`config.mk`:
```
export PLATFORM = sky130hd
export DESIGN_NAME = slsf_regs
export DESIGN_NICKNAME = d
export VERILOG_FILES = /design/src/rtl/slsf_sync3.v /design/src/rtl/slsf_regs.v
export VERILOG_INCLUDE_DIRS = /design/src /design/src/rtl
export SDC_FILE = /design/constraint.sdc
export NUM_CORES = 1
export LEC_CHECK = 0
export ABC_AREA = 1
export BUFFER_PORTS_ARGS = -buffer_cell sky130_fd_sc_hd__clkbuf_2
export CAP_MARGIN = 10
export CORE_MARGIN = 5
export CORE_UTILIZATION = 30
export CTS_BUF_LIST = sky130_fd_sc_hd__clkbuf_8
export CTS_CLUSTER_SIZE = 40
export DETAILED_ROUTE_END_ITERATION = 8
export PLACE_DENSITY = 0.56
export SETUP_SLACK_MARGIN = 0.15
export SYNTH_ARGS = -nofsm -noshare
export SYNTH_HDL_FRONTEND = slang
export SYNTH_SLANG_ARGS = --single-unit
```
`constraint.sdc`:
```
create_clock -name clk_sys -period 2.7 [get_ports clk_sys]
set_clock_uncertainty 0.05 [all_clocks]
set_input_delay 0.405 -clock clk_sys [delete_from_list [all_inputs] [get_ports clk_sys]]
set_output_delay 0.405 -clock clk_sys [all_outputs]
set_load 0.01 [all_outputs]
```
`src/rtl/slsf_defines.vh`:
```
// slsf_defines.vh - offsets, field positions, reset values and codes for the
// sample format register slice.
// assumes byte-wide registers on a plain address/strobe port.
`ifndef SLSF_DEFINES_VH
`define SLSF_DEFINES_VH

// ----------------------------------------------------------------------
// register offsets
// ----------------------------------------------------------------------
`define SLSF_ADDR_W          12
`define SLSF_OFS_CTRL_RES    12'h58f
`define SLSF_OFS_SUBCL_NP    12'h590
`define SLSF_OFS_SPF         12'h591
`define SLSF_OFS_HD_CF       12'h592

// ----------------------------------------------------------------------
// field positions
// ----------------------------------------------------------------------
`define SLSF_CS_HI           7
`define SLSF_CS_LO           6
`define SLSF_RES_HI          4
`define SLSF_RES_LO          0
`define SLSF_SC_HI           7
`define SLSF_SC_LO           5
`define SLSF_NP_HI           4
`define SLSF_NP_LO           0
`define SLSF_HD_BIT          7

// ----------------------------------------------------------------------
// reset values
// ----------------------------------------------------------------------
`define SLSF_RST_CS          2'h0
`define SLSF_RST_RES         5'h0f
`define SLSF_RST_SC          3'h1
`define SLSF_RST_NP          5'h0f
`define SLSF_RST_SPF_TOP     3'h1
`define SLSF_RST_SPF         5'h00

// ----------------------------------------------------------------------
// codes
// ----------------------------------------------------------------------
`define SLSF_CS_NONE         2'h0
`define SLSF_CS_ONE          2'h1
`define SLSF_CS_TWO          2'h2
`define SLSF_CS_THREE        2'h3
`define SLSF_RES_MIN         5'h06
`define SLSF_RES_MAX         5'h0f
`define SLSF_NP_8            5'h07
`define SLSF_NP_12           5'h0b
`define SLSF_NP_16           5'h0f
`define SLSF_SC_0            3'h0
`define SLSF_SC_1            3'h1

`endif

```
`src/rtl/slsf_sync3.v`:
```
// slsf_sync3.v - three-stage synchroniser for a level from outside clk_sys.
// assumes the input is a slow status level; output changes once stages 2 and 3 agree.
`timescale 1ns/1ps

module slsf_sync3 (
  // clock and reset
  input  wire clk_sys,
  input  wire reset,
  // level in and filtered out
  input  wire din,
  output reg  dout
);

  reg s1;
  reg s2;
  reg s3;

  // ----------------------------------------------------------------------
  // chain; stage 1 feeds only stage 2 to keep metastability contained
  // ----------------------------------------------------------------------
  always @(posedge clk_sys or posedge reset) begin
    if (reset) begin
      s1   <= 1'b0;
      s2   <= 1'b0;
      s3   <= 1'b0;
      dout <= 1'b0;
    end else begin
      s1 <= din;
      s2 <= s1;
      s3 <= s2;
      if (s2 == s3) begin
        dout <= s3;
      end
    end
  end

endmodule

```
`src/rtl/slsf_regs.v`:
```
// slsf_regs.v - sample format register slice for the serial link framer.
// assumes a byte register port on clk_sys; framer parameters come from
// framer logic on the same clock, the density strap from a pin.
//
// Operation
// - control-bit count code 1,2,3 selects bit2; bits2,1; bits2,1,0
// - resolution field holds resolution minus one, codes 6..15, resets to 0xf
// - bits-per-sample accepts codes 7, 11, 15 only; resets to 0xf
// - samples-per-frame field is read-only, parameter minus one, resets to zero
// - read-only density flag reads 1 when high-density packing is enabled
// - control-bit count zero means no control bits with each sample
`timescale 1ns/1ps
`include "slsf_defines.vh"

module slsf_regs (
  // clock and reset
  input  wire                      clk_sys,
  input  wire                      reset,
  // register port
  input  wire [`SLSF_ADDR_W-1:0]   reg_addr,
  input  wire [7:0]                reg_wdata,
  input  wire                      reg_wr,
  input  wire                      reg_rd,
  output reg  [7:0]                reg_rdata,
  // framer status in
  input  wire [4:0]                spf_minus_one,
  input  wire [4:0]                ctrl_words_per_frame,
  input  wire                      hd_enable_pin,
  // decoded configuration out
  output reg  [1:0]                cs_count,
  output reg  [2:0]                cs_bit_mask,
  output reg  [4:0]                resolution_bits,
  output reg  [4:0]                sample_bits,
  output reg                       subclass_one
);

  // field registers
  reg  [1:0] cs_code;
  reg  [4:0] res_code;
  reg  [2:0] sc_code;
  reg  [4:0] np_code;
  reg  [4:0] spf_code;
  reg  [4:0] cf_code;
  wire       hd_flag;
  // address hits and gated write strobes
  wire       hit_ctrl_res;
  wire       hit_subcl_np;
  wire       wr_ctrl_res;
  wire       wr_subcl_np;
  // next values
  reg  [1:0] next_cs_code;
  reg  [4:0] next_res_code;
  reg  [2:0] next_sc_code;
  reg  [4:0] next_np;
  reg  [2:0] next_mask;
  reg  [4:0] next_resolution;
  reg  [4:0] next_sample;
  reg        next_subclass;
  reg  [7:0] next_rdata;

  // ----------------------------------------------------------------------
  // density strap from a pin
  // ----------------------------------------------------------------------
  slsf_sync3 u_hd_sync (
    .clk_sys (clk_sys),
    .reset   (reset),
    .din     (hd_enable_pin),
    .dout    (hd_flag)
  );

  // ----------------------------------------------------------------------
  // address decode for the write path
  // ----------------------------------------------------------------------
  assign hit_ctrl_res = (reg_addr == `SLSF_OFS_CTRL_RES);
  assign hit_subcl_np = (reg_addr == `SLSF_OFS_SUBCL_NP);

  // read-only and unmapped offsets raise neither strobe, so such writes vanish
  assign wr_ctrl_res  = reg_wr & hit_ctrl_res;
  assign wr_subcl_np  = reg_wr & hit_subcl_np;

  // ----------------------------------------------------------------------
  // writable fields
  // ----------------------------------------------------------------------
  // next values; a field this write does not address keeps its value
  always @* begin
    next_cs_code  = cs_code;
    next_res_code = res_code;
    next_sc_code  = sc_code;
    if (wr_ctrl_res) begin
      next_cs_code  = reg_wdata[`SLSF_CS_HI:`SLSF_CS_LO];
      next_res_code = reg_wdata[`SLSF_RES_HI:`SLSF_RES_LO];
    end
    if (wr_subcl_np) begin
      next_sc_code  = reg_wdata[`SLSF_SC_HI:`SLSF_SC_LO];
    end
  end

  // bits-per-sample: unsupported codes are dropped, the old value stays;
  // subclass bits of the same write are still taken
  always @* begin
    next_np = np_code;
    if (wr_subcl_np) begin
      case (reg_wdata[`SLSF_NP_HI:`SLSF_NP_LO])
        `SLSF_NP_8, `SLSF_NP_12, `SLSF_NP_16: begin
          next_np = reg_wdata[`SLSF_NP_HI:`SLSF_NP_LO];
        end
        default: begin
          next_np = np_code;
        end
      endcase
    end
  end

  // field flops; resolution codes outside 6..15 are kept as written
  always @(posedge clk_sys or posedge reset) begin
    if (reset) begin
      cs_code  <= `SLSF_RST_CS;
      res_code <= `SLSF_RST_RES;
      sc_code  <= `SLSF_RST_SC;
      np_code  <= `SLSF_RST_NP;
    end else begin
      cs_code  <= next_cs_code;
      res_code <= next_res_code;
      sc_code  <= next_sc_code;
      np_code  <= next_np;
    end
  end

  // ----------------------------------------------------------------------
  // read-only framer parameters, captured so reads stay stable
  // ----------------------------------------------------------------------
  always @(posedge clk_sys or posedge reset) begin
    if (reset) begin
      spf_code <= `SLSF_RST_SPF;
      cf_code  <= 5'h00;
    end else begin
      spf_code <= spf_minus_one;
      cf_code  <= ctrl_words_per_frame;
    end
  end

  // ----------------------------------------------------------------------
  // control-bit decode
  // ----------------------------------------------------------------------
  always @* begin
    case (cs_code)
      `SLSF_CS_NONE: begin
        next_mask = 3'h0;
      end
      `SLSF_CS_ONE: begin
        next_mask = 3'h4;
      end
      `SLSF_CS_TWO: begin
        next_mask = 3'h6;
      end
      `SLSF_CS_THREE: begin
        next_mask = 3'h7;
      end
      default: begin
        next_mask = 3'h0;
      end
    endcase
  end

  // ----------------------------------------------------------------------
  // width decodes; both fields hold the width minus one
  // ----------------------------------------------------------------------
  // five bits carry 16, the widest setting, without wrapping
  always @* begin
    next_resolution = res_code + 5'h01;
    next_sample     = np_code + 5'h01;
    next_subclass   = (sc_code == `SLSF_SC_1);
  end

  // ----------------------------------------------------------------------
  // registered outputs toward the framer
  // ----------------------------------------------------------------------
  always @(posedge clk_sys or posedge reset) begin
    if (reset) begin
      cs_count        <= `SLSF_RST_CS;
      cs_bit_mask     <= 3'h0;
      resolution_bits <= 5'h10;
      sample_bits     <= 5'h10;
      subclass_one    <= 1'b1;
    end else begin
      cs_count        <= cs_code;
      cs_bit_mask     <= next_mask;
      resolution_bits <= next_resolution;
      sample_bits     <= next_sample;
      subclass_one    <= next_subclass;
    end
  end

  // ----------------------------------------------------------------------
  // read mux; unmapped addresses read zero
  // ----------------------------------------------------------------------
  always @* begin
    case (reg_addr)
      `SLSF_OFS_CTRL_RES: begin
        next_rdata = {cs_code, 1'b0, res_code};
      end
      `SLSF_OFS_SUBCL_NP: begin
        next_rdata = {sc_code, np_code};
      end
      `SLSF_OFS_SPF: begin
        next_rdata = {`SLSF_RST_SPF_TOP, spf_code};
      end
      `SLSF_OFS_HD_CF: begin
        next_rdata = {hd_flag, 2'h0, cf_code};
      end
      default: begin
        next_rdata = 8'h00;
      end
    endcase
  end

  // data stands only in the cycle after the read strobe
  always @(posedge clk_sys or posedge reset) begin
    if (reset) begin
      reg_rdata <= 8'h00;
    end else if (reg_rd) begin
      reg_rdata <= next_rdata;
    end else begin
      reg_rdata <= 8'h00;
    end
  end

endmodule

```
==> results of run 1 <==
cell type report:
class / instances / area, sq um
clock inverter: 3 / 11.3
fill: 740 / 4530
timing repair buffer: 59 / 298
sequential: 53 / 1340
inverter: 28 / 105
clock buffer: 5 / 68.8
multi-input combinational: 128 / 702
tap: 99 / 124
Yosys cell counts:
| cell type | number | area share |
|---|---|---|
| dfrtp_1 | 41 | 0.47 |
| nand2_1 | 41 | 0.070 |
| nand3_1 | 29 | 0.066 |
| inv_1 | 22 | 0.038 |
| nor2_1 | 19 | 0.033 |
| dfstp_2 | 12 | 0.14 |
| o21ai_1 | 7 | 0.016 |
| o21ai_2 | 7 | 0.028 |
| inv_2 | 6 | 0.010 |
| nand2_2 | 4 | 0.011 |
| xnor2_1 | 4 | 0.016 |
| buf_6 | 3 | 0.015 |
| nor2_4 | 3 | 0.015 |
| ha_1 | 2 | 0.011 |
| nor2_2 | 2 | 0.0057 |
| nor3_1 | 2 | 0.0046 |
| xor2_1 | 2 | 0.0080 |
| clkbuf_1 | 1 | 0.0017 |
| maj3_1 | 1 | 0.0046 |
| nand3_2 | 1 | 0.0046 |
| nand3_4 | 1 | 0.0080 |
| nand4_2 | 1 | 0.0057 |
| nor2_8 | 1 | 0.0092 |
| or2_2 | 1 | 0.0029 |
report_power, final:
group	internal, W	total [W]	switching [W]
Sequential	0.000807	0.000812	0.00000533
Combinational	0.0000274	0.0000730	0.0000456
Clock	0.000173	0.000401	0.000228
Total	0.00101	0.00129	0.000279
state kept, by name, summed over array words and instances, names as in the netlist:
register	cells
u_hd_sync.s1	1
sample_bits	5
cs_bit_mask	3
spf_code	5
resolution_bits	5
u_hd_sync.dout	1
subclass_one	1
cs_count	2
cf_code	5
u_hd_sync.s3	1
sc_code	3
res_code	5
cs_code	2
u_hd_sync.s2	1
np_code	5
reg_rdata	8
worst paths after layout:
path	from	end	slack, ns	cells past startpoint
max	reg_addr[9]	reg_rdata[4]$_DFF_PP0_	1.26	8
min	ctrl_words_per_frame[4]	cf_code[4]$_DFF_PP0_	0.16	1
max reg2reg	res_code[0]$_DFFE_PP1P_	resolution_bits[4]$_DFF_PP1_	1.55	3
min reg2reg	u_hd_sync.s1$_DFF_PP0_	u_hd_sync.s2$_DFF_PP0_	0.31	0
max in group asynchronous	reset	spf_code[4]$_DFF_PP0_	1.95	3
min in group asynchronous	reset	sample_bits[3]$_DFF_PP0_	0.21	3
cell families after synthesis:
family | count (synthesis) | share of synthesized area
fa+ha+maj | 3 | 0.0160
simple gates | 105 | 0.237
buf+inv | 32 | 0.0653
compound gates | 14 | 0.0441
xor+xnor | 6 | 0.0240
flops | 53 | 0.614
stage by stage:
step / hold slack (ns) / total power (W) / std cells / worst slack (ns)
floorplan: 0.281 / 0.000862 / 213 / 0.979
global placement: 0.286 / 0.000902 / 367 / 1.02
detailed placement: 0.301 / 0.000903 / 367 / 0.964
CTS: 0.152 / 0.00131 / 375 / 1.27
global route: 0.142 / 0.00135 / 375 / 1.10
finish: 0.162 / 0.00129 / 375 / 1.26
metal layers:
layer  wire [microns]  vias up  GRT usage
li1                 -      792          -
met1             1870      664      0.135
met2             2040       45      0.164
met3              312        7     0.0316
met4               73        0     0.0325
met5                0        -          0
==> qor.yml, run 1 <==
final_layout:
  drive_above_1_share: 0.377
  layout.cells.most_common: "clkbuf_2"
  fin_util: 0.369
  layout_common_cells: "clkbuf_2 (58), nand2_1 (41), dfrtp_1 (41)"
  nNetsFinal: 312
  syn2layout_area_growth_pct: 21.2
  antenna_cells: 0
  fin_area_sq_um: 2650
floorplan:
  start_util: 0.305
  dieArea_sq_um: 9090
  die_w_microns: 95.4
  design.core.area_sq_um: 7180
  rows: 31
  ios: 59
  die_h_microns: 95.4
job:
  cap_violations: 0
critical_path:
  crit_buf_inv: 1
  critPathKind: "in2reg"
  worst_path_max_delay_cell: "nor2_4"
  end_kind: "flip-flop"
  cp_max_fo: 23
  arrival_ns: 1.62
  crit_chain: "clkbuf_2, nor2_1, nand2_1, nor2_4, nand2_1, nand3_1, nand2_2, nor2_1"
  cp_top_family: "simple AND/OR/NAND/NOR gates"
  cp-start-kind: "primary input"
  cp_data_required_time_ns: 2.87
  max_stage_delay_ns: 0.43
clocking:
  cts.clk_slew.worst_paths_ns: 0.08
  cts_setup_buffers: 0
  ctsHoldBuffers: 0
  root_buffer: "clkbuf_8"
  cts.path.max_buffers: 2
  worstSkewPairLatency_ns: 0.30
  cts.sinks: 53
  cts_resized: 0
  cts_buffers: 5
  cts_tree: "yes"
  htreeDepth: 2
synthesis:
  synth_cells: 213
  synth-seq-cells: 53
  yosys_warnings: 0
  ys_seq_area_frac: 0.614
  synth_nets: 250
  syn_area_per_cell_sq_um: 10.3
  syn-cell-area_sq_um: 2190
  synth.distinct_cells: 24
sta:
  rsz0062_at_grt: "false"
  fin_setup_tns_ns: 0
  slew_headroom: 0.560
  worstMarginPinSlew_ns: 0.660
  clock.fmax_mhz: 694
  period_needed_ns: 1.44
  hold_viol: 0
  maxSlewViolCount: 0
  finalSetupViolations: 0
  finalCritPeriodShare: 0.534
global_route:
  grt_antenna_before_repair: 0
  grt_usage: 0.103
  overflow: 0
  grt_first_pass_wirelength_microns: 7260
  grt_start_max_net_pins: 54
  grt_pass1_vias: 1532
route:
  dr.first_iter.drc_count: 68
  ant_nets: 0
  drt_first_pass_iters: 4
  vias: 1508
  vias_per_cell: 4.02
  post-route-drc-count: 0
  drt-total-wl_microns: 4290
  post_drt_wl_per_cell_microns: 11.4
placed_design:
  dp_hpwl_microns: 3300
  placed_area_sq_um: 2570
  globalplace.congestion: 0.778
  port_buffers: 58
status:
  outcome: "completed"
power:
  powerDensity_nw_per_um2: 486
  p_leak_nw: 1.39
  ir_worst_vdd_mv: 0.266
worst_hold_path:
  hold_path.class: "in2reg"
Note: power is estimated with default switching activity, not from simulation.
==> run 2: changes to the inputs <==
Settings changed: PLACE_DENSITY 0.56 to 0.57.
Clock period 2.7 ns to 1.27 ns, I/O delays scaled along.
==> run 2 against run 1 <==
  * Setup slack lost 1.2 ns
  * Highest routed layer unchanged
  * Sequential power increased by 110%
  * Power grew 140%
  * Non-clock buffer count grew 28
  * Critical path depth decreased by 7
  * First-iteration DRC count is 18% higher
  * Register-to-register slack worse by 1.4 ns
  * Critical endpoint is now subclass_one
  * Via count up 10%
==> qor.yml, run 2 (synthesized netlist as in run 1, its figures left out) <==
status:
  outcome: "completed"
floorplan:
  die_h_microns: 95.4
  design.core.area_sq_um: 7180
  start_util: 0.305
  ios: 59
  die_w_microns: 95.4
  rows: 31
  dieArea_sq_um: 9090
global_route:
  grt_pass1_vias: 1674
  grt_antenna_before_repair: 0
  grt_start_max_net_pins: 54
  overflow: 0
  grt_first_pass_wirelength_microns: 7780
  grt_usage: 0.111
critical_path:
  worst_path_max_delay_cell: "dfstp_2"
  end_kind: "output pin"
  cp_top_family: "flip-flops"
  r2r_setup_slack_ns: 0.15
  cp-start-kind: "flip-flop"
  arrival_ns: 0.95
  critPathKind: "reg2out"
  cp_data_required_time_ns: 1.03
  max_stage_delay_ns: 0.54
  crit_chain: "buf_6"
  crit_buf_inv: 1
  cp_max_fo: 1
power:
  sequentialPowerShare: 0.559
  intPower_w: 0.00242
  power.total_w: 0.00309
  ir_worst_vdd_mv: 0.401
  powerDensity_nw_per_um2: 997
  clockPowerShare: 0.376
  p_sw_w: 0.000674
  combPwrFrac: 0.065
  p_leak_nw: 1.56
  swShare: 0.218
final_layout:
  drive_above_1_share: 0.438
  layout.cells.most_common: "clkbuf_2"
  fillers: 705
  largest_register: "reg_rdata"
  largest_reg_flops: 8
  nNetsFinal: 340
  layout_common_cells: "clkbuf_2 (55), dfrtp_1 (41), nand2_1 (40)"
  antenna_cells: 0
  syn2layout_area_growth_pct: 41.7
  finalNonFillerCells: 403
route:
  post_drt_wl_per_cell_microns: 11.4
  drt-total-wl_microns: 4600
  drt_first_pass_iters: 4
  vias: 1662
  vias_per_cell: 4.12
  ant_nets: 0
  post-route-drc-count: 0
  dr.first_iter.drc_count: 80
placed_design:
  port_buffers: 58
  globalplace.congestion: 0.784
  place_inst: 376
  dp_hpwl_microns: 3380
sta:
  maxSlewViolCount: 0
  slew_headroom: 0.823
  rsz0062_at_grt: "true"
  finalSetupViolations: 0
  hold_viol: 0
  worstMarginPinSlew_ns: 0.263
  finalCritPeriodShare: 0.933
  period_needed_ns: 1.19
  clock.fmax_mhz: 844
  hold_slack_ns: 0.00416
clocking:
  cts.clk_slew.worst_paths_ns: 0.09
  cts.path.max_buffers: 2
  cts_buffers: 5
  cts.sinks: 53
  worstSkewPairLatency_ns: 0.31
  root_buffer: "clkbuf_8"
  cts_tree: "yes"
  htreeDepth: 2
job:
  cap_violations: 0
worst_hold_path:
  hold_path.class: "in2reg"
==> run 2: cell count changes in the layout (fill, tap and decap cells not counted), moves of 5 or more <==
cell           before  now
buf_4               1    9
buf_6               0    8
dlygate4sd3_1       0   12
nand3_1            29   24
==> run 2: stage by stage <==
step	TNS [ns]	area [sq um]	util	worst slack [ns]
after detailed placement	-0.492	2680	0.373	-0.0900
after global routing	0	3100	0.432	0.0528
after CTS	0	2960	0.412	0.0469
final	0	3100	0.432	0.0845
after floorplan	0	2190	-	0.187
after global placement	-0.247	2680	0.373	-0.0623
==> run 2: power by group through the flow <==
stage               clock (W)  combinational (W)  sequential, W
floorplan                   0          0.0000778        0.00176
global placement            0           0.000173        0.00176
detailed placement          0           0.000175        0.00176
CTS                   0.00121           0.000204        0.00173
global route          0.00128           0.000230        0.00173
finish                0.00116           0.000200        0.00173
==> run 2: area by class of cell <==
type                    instances  area [sq um]  area share
clock buffers                   5          68.8      0.0222
inverters                      28           109      0.0351
well taps                      99           124      0.0400
clock inverters                 3          50.0      0.0162
multi-input cells             128           792       0.256
flip-flops and latches         53          1340       0.433
repair buffers                 87           613       0.198
==> run 2: worst paths after layout <==
| check | start | to | cells after the start |
|---|---|---|---|
| worst min register to register | u_hd_sync.s1$_DFF_PP0_ | u_hd_sync.s2$_DFF_PP0_ | 0 |
| min in group asynchronous | reset | u_hd_sync.dout$_DFFE_PP0N_ | 4 |
| worst min-delay path | reg_wdata[5] | sc_code[0]$_DFFE_PP1P_ | 3 |
| worst max register to register | res_code[1]$_DFFE_PP1P_ | resolution_bits[4]$_DFF_PP1_ | 3 |
| worst max-delay path | subclass_one$_DFF_PP1_ | subclass_one | 1 |
| max in group asynchronous | reset | res_code[2]$_DFFE_PP1P_ | 4 |
==> run 2: metal layers <==
layer,GRT usage,vias to the layer above,wire [microns]
met4,0.0397,0,76
met2,0.180,43,2310
met3,0.0292,7,273
met5,0,-,0
li1,-,845,-
met1,0.142,767,1940
==> run 2: repair_timing <==
item                                    in CTS  in global routing
gates resized for setup                      0                 26
endpoints found under the hold margin       52                  0
endpoints found under the setup margin       5                 12
hold buffers                                12                  0
pin swaps                                    0                  9
buffers inserted                             5                  2
==> run 3: changes to the inputs <==
Settings changed: PLACE_DENSITY 0.57 to 0.56.
Clock period 1.27 ns to 1.5 ns, I/O delays scaled along.
==> run 3 against run 2 <==
  * Sequential cell count stayed put
  * Utilization is 3.7 points lower
  * Global-route usage hardly changed
  * Sequential share of layout area is 4.1 points higher
  * Clock power is 29% lower
  * Cell area is 8.6% lower
  * Largest power group unchanged
  * Combinational power is 19% lower
  * Critical endpoint unchanged
  * Highest routed layer unchanged
  * Count of clock-buffer cells in the layout is 1 higher
==> qor.yml, run 3 (synthesized netlist as in run 1, its figures left out) <==
status:
  outcome: "completed"
critical_path:
  arrival_ns: 0.97
  crit_chain: "clkbuf_2"
  max_stage_delay_ns: 0.54
  cp_top_family: "flip-flops"
  critPathKind: "reg2out"
  crit_buf_inv: 1
  cp_data_required_time_ns: 1.22
  cp-start-kind: "flip-flop"
  r2r_setup_slack_ns: 0.36
  worst_path_max_delay_cell: "dfstp_2"
  cp_max_fo: 1
  end_kind: "output pin"
clocking:
  cts_setup_buffers: 0
  root_buffer: "clkbuf_8"
  cts.path.max_buffers: 2
  cts_tree: "yes"
  worstSkewPairLatency_ns: 0.30
  cts.clk_slew.worst_paths_ns: 0.09
  htreeDepth: 2
  cts_buffers: 5
  cts.sinks: 53
  cts_resized: 0
  ctsHoldBuffers: 12
sta:
  finalSetupViolations: 0
  finalCritPeriodShare: 0.830
  period_needed_ns: 1.25
  worstMarginPinSlew_ns: 0.278
  fin_setup_tns_ns: 0
  maxSlewViolCount: 0
  slew_headroom: 0.815
  rsz0062_at_grt: "false"
  hold_slack_ns: 0.0505
  hold_viol: 0
  clock.fmax_mhz: 803
placed_design:
  dp_hpwl_microns: 3330
  placed_area_sq_um: 2620
  globalplace.congestion: 0.741
  port_buffers: 58
global_route:
  grt_start_max_net_pins: 54
  grt_antenna_before_repair: 0
  grt_pass1_vias: 1675
  overflow: 0
  grt_first_pass_wirelength_microns: 7710
  grt_usage: 0.111
final_layout:
  layout_common_cells: "clkbuf_2 (58), nand2_1 (41), dfrtp_1 (41)"
  fin_area_sq_um: 2830
  fillers: 731
  layout.cells.most_common: "clkbuf_2"
  largest_register: "reg_rdata"
  largest_reg_flops: 8
  nNetsFinal: 328
  syn2layout_area_growth_pct: 29.6
  antenna_cells: 0
  drive_above_1_share: 0.380
power:
  intPower_w: 0.00190
  sequentialPowerShare: 0.597
  clockPowerShare: 0.337
  powerDensity_nw_per_um2: 865
  ir_worst_vdd_mv: 0.305
  p_sw_w: 0.000549
  swShare: 0.224
  p_leak_nw: 1.46
  combPwrFrac: 0.066
floorplan:
  rows: 31
  die_w_microns: 95.4
  dieArea_sq_um: 9090
  design.core.area_sq_um: 7180
  start_util: 0.305
  ios: 59
  die_h_microns: 95.4
route:
  ant_nets: 0
  post-route-drc-count: 0
  vias: 1579
  dr.first_iter.drc_count: 90
  post_drt_wl_per_cell_microns: 11.1
  drt-total-wl_microns: 4350
  drt_first_pass_iters: 4
  vias_per_cell: 4.04
worst_hold_path:
  hold_path.class: "in2reg"
job:
  cap_violations: 0
## run 3: cell count changes in the layout (fill, tap and decap cells not counted), sizes merged
cell and delta:
inv -1, bufinv -1, clkbuf +4, clkinv +1, buf -15
## run 3: layout make-up
cell class | count | area, sq um | share of cell area
Clock buffer | 6 | 82.6 | 0.0292
Clock inverter | 2 | 13.8 | 0.00486
Inverter | 28 | 109 | 0.0384
Multi-Input combinational cell | 128 | 702 | 0.248
Sequential cell | 53 | 1340 | 0.473
Tap cell | 99 | 124 | 0.0437
Timing Repair Buffer | 75 | 460 | 0.163
## run 3: final timing paths
check | start | end | depth (start not counted)
max in group asynchronous | reset | res_code[3]$_DFFE_PP1P_ | 4
hold reg to reg | u_hd_sync.s1$_DFF_PP0_ | u_hd_sync.s2$_DFF_PP0_ | 0
setup reg to reg | res_code[0]$_DFFE_PP1P_ | resolution_bits[4]$_DFF_PP1_ | 3
min in group asynchronous | reset | u_hd_sync.s2$_DFF_PP0_ | 4
setup / recovery | subclass_one$_DFF_PP1_ | subclass_one | 1
hold / removal | reg_wdata[5] | sc_code[0]$_DFFE_PP1P_ | 3
## run 3: layer usage
layer / wire length [microns] / share of wire / track usage / vias up
met5: 0 / 0 / 0 / -
met1: 1910 / 0.44 / 0.140 / 710
met2: 2110 / 0.49 / 0.179 / 41
li1: - / - / - / 823
met3: 269 / 0.062 / 0.0339 / 5
met4: 65 / 0.015 / 0.0397 / 0
## run 3: power groups by stage
stage          clock network, W  registers, W   logic, W
2_1_floorplan                 0       0.00149  0.0000659
3_3_place_gp                  0       0.00149   0.000142
3_5_place_dp                  0       0.00149   0.000143
4_1_cts                0.000872       0.00146   0.000168
5_1_grt                0.000925       0.00147   0.000186
6_report               0.000827       0.00146   0.000162
## run 3: through the flow
step,worst slack [ns],util,instances,power [W]
after floorplan,0.383,-,213,0.00155
after global placement,0.125,0.365,371,0.00163
after detailed placement,0.0920,0.365,371,0.00163
after CTS,0.239,0.395,391,0.00250
after global routing,0.202,0.395,391,0.00258
final,0.255,0.395,391,0.00245
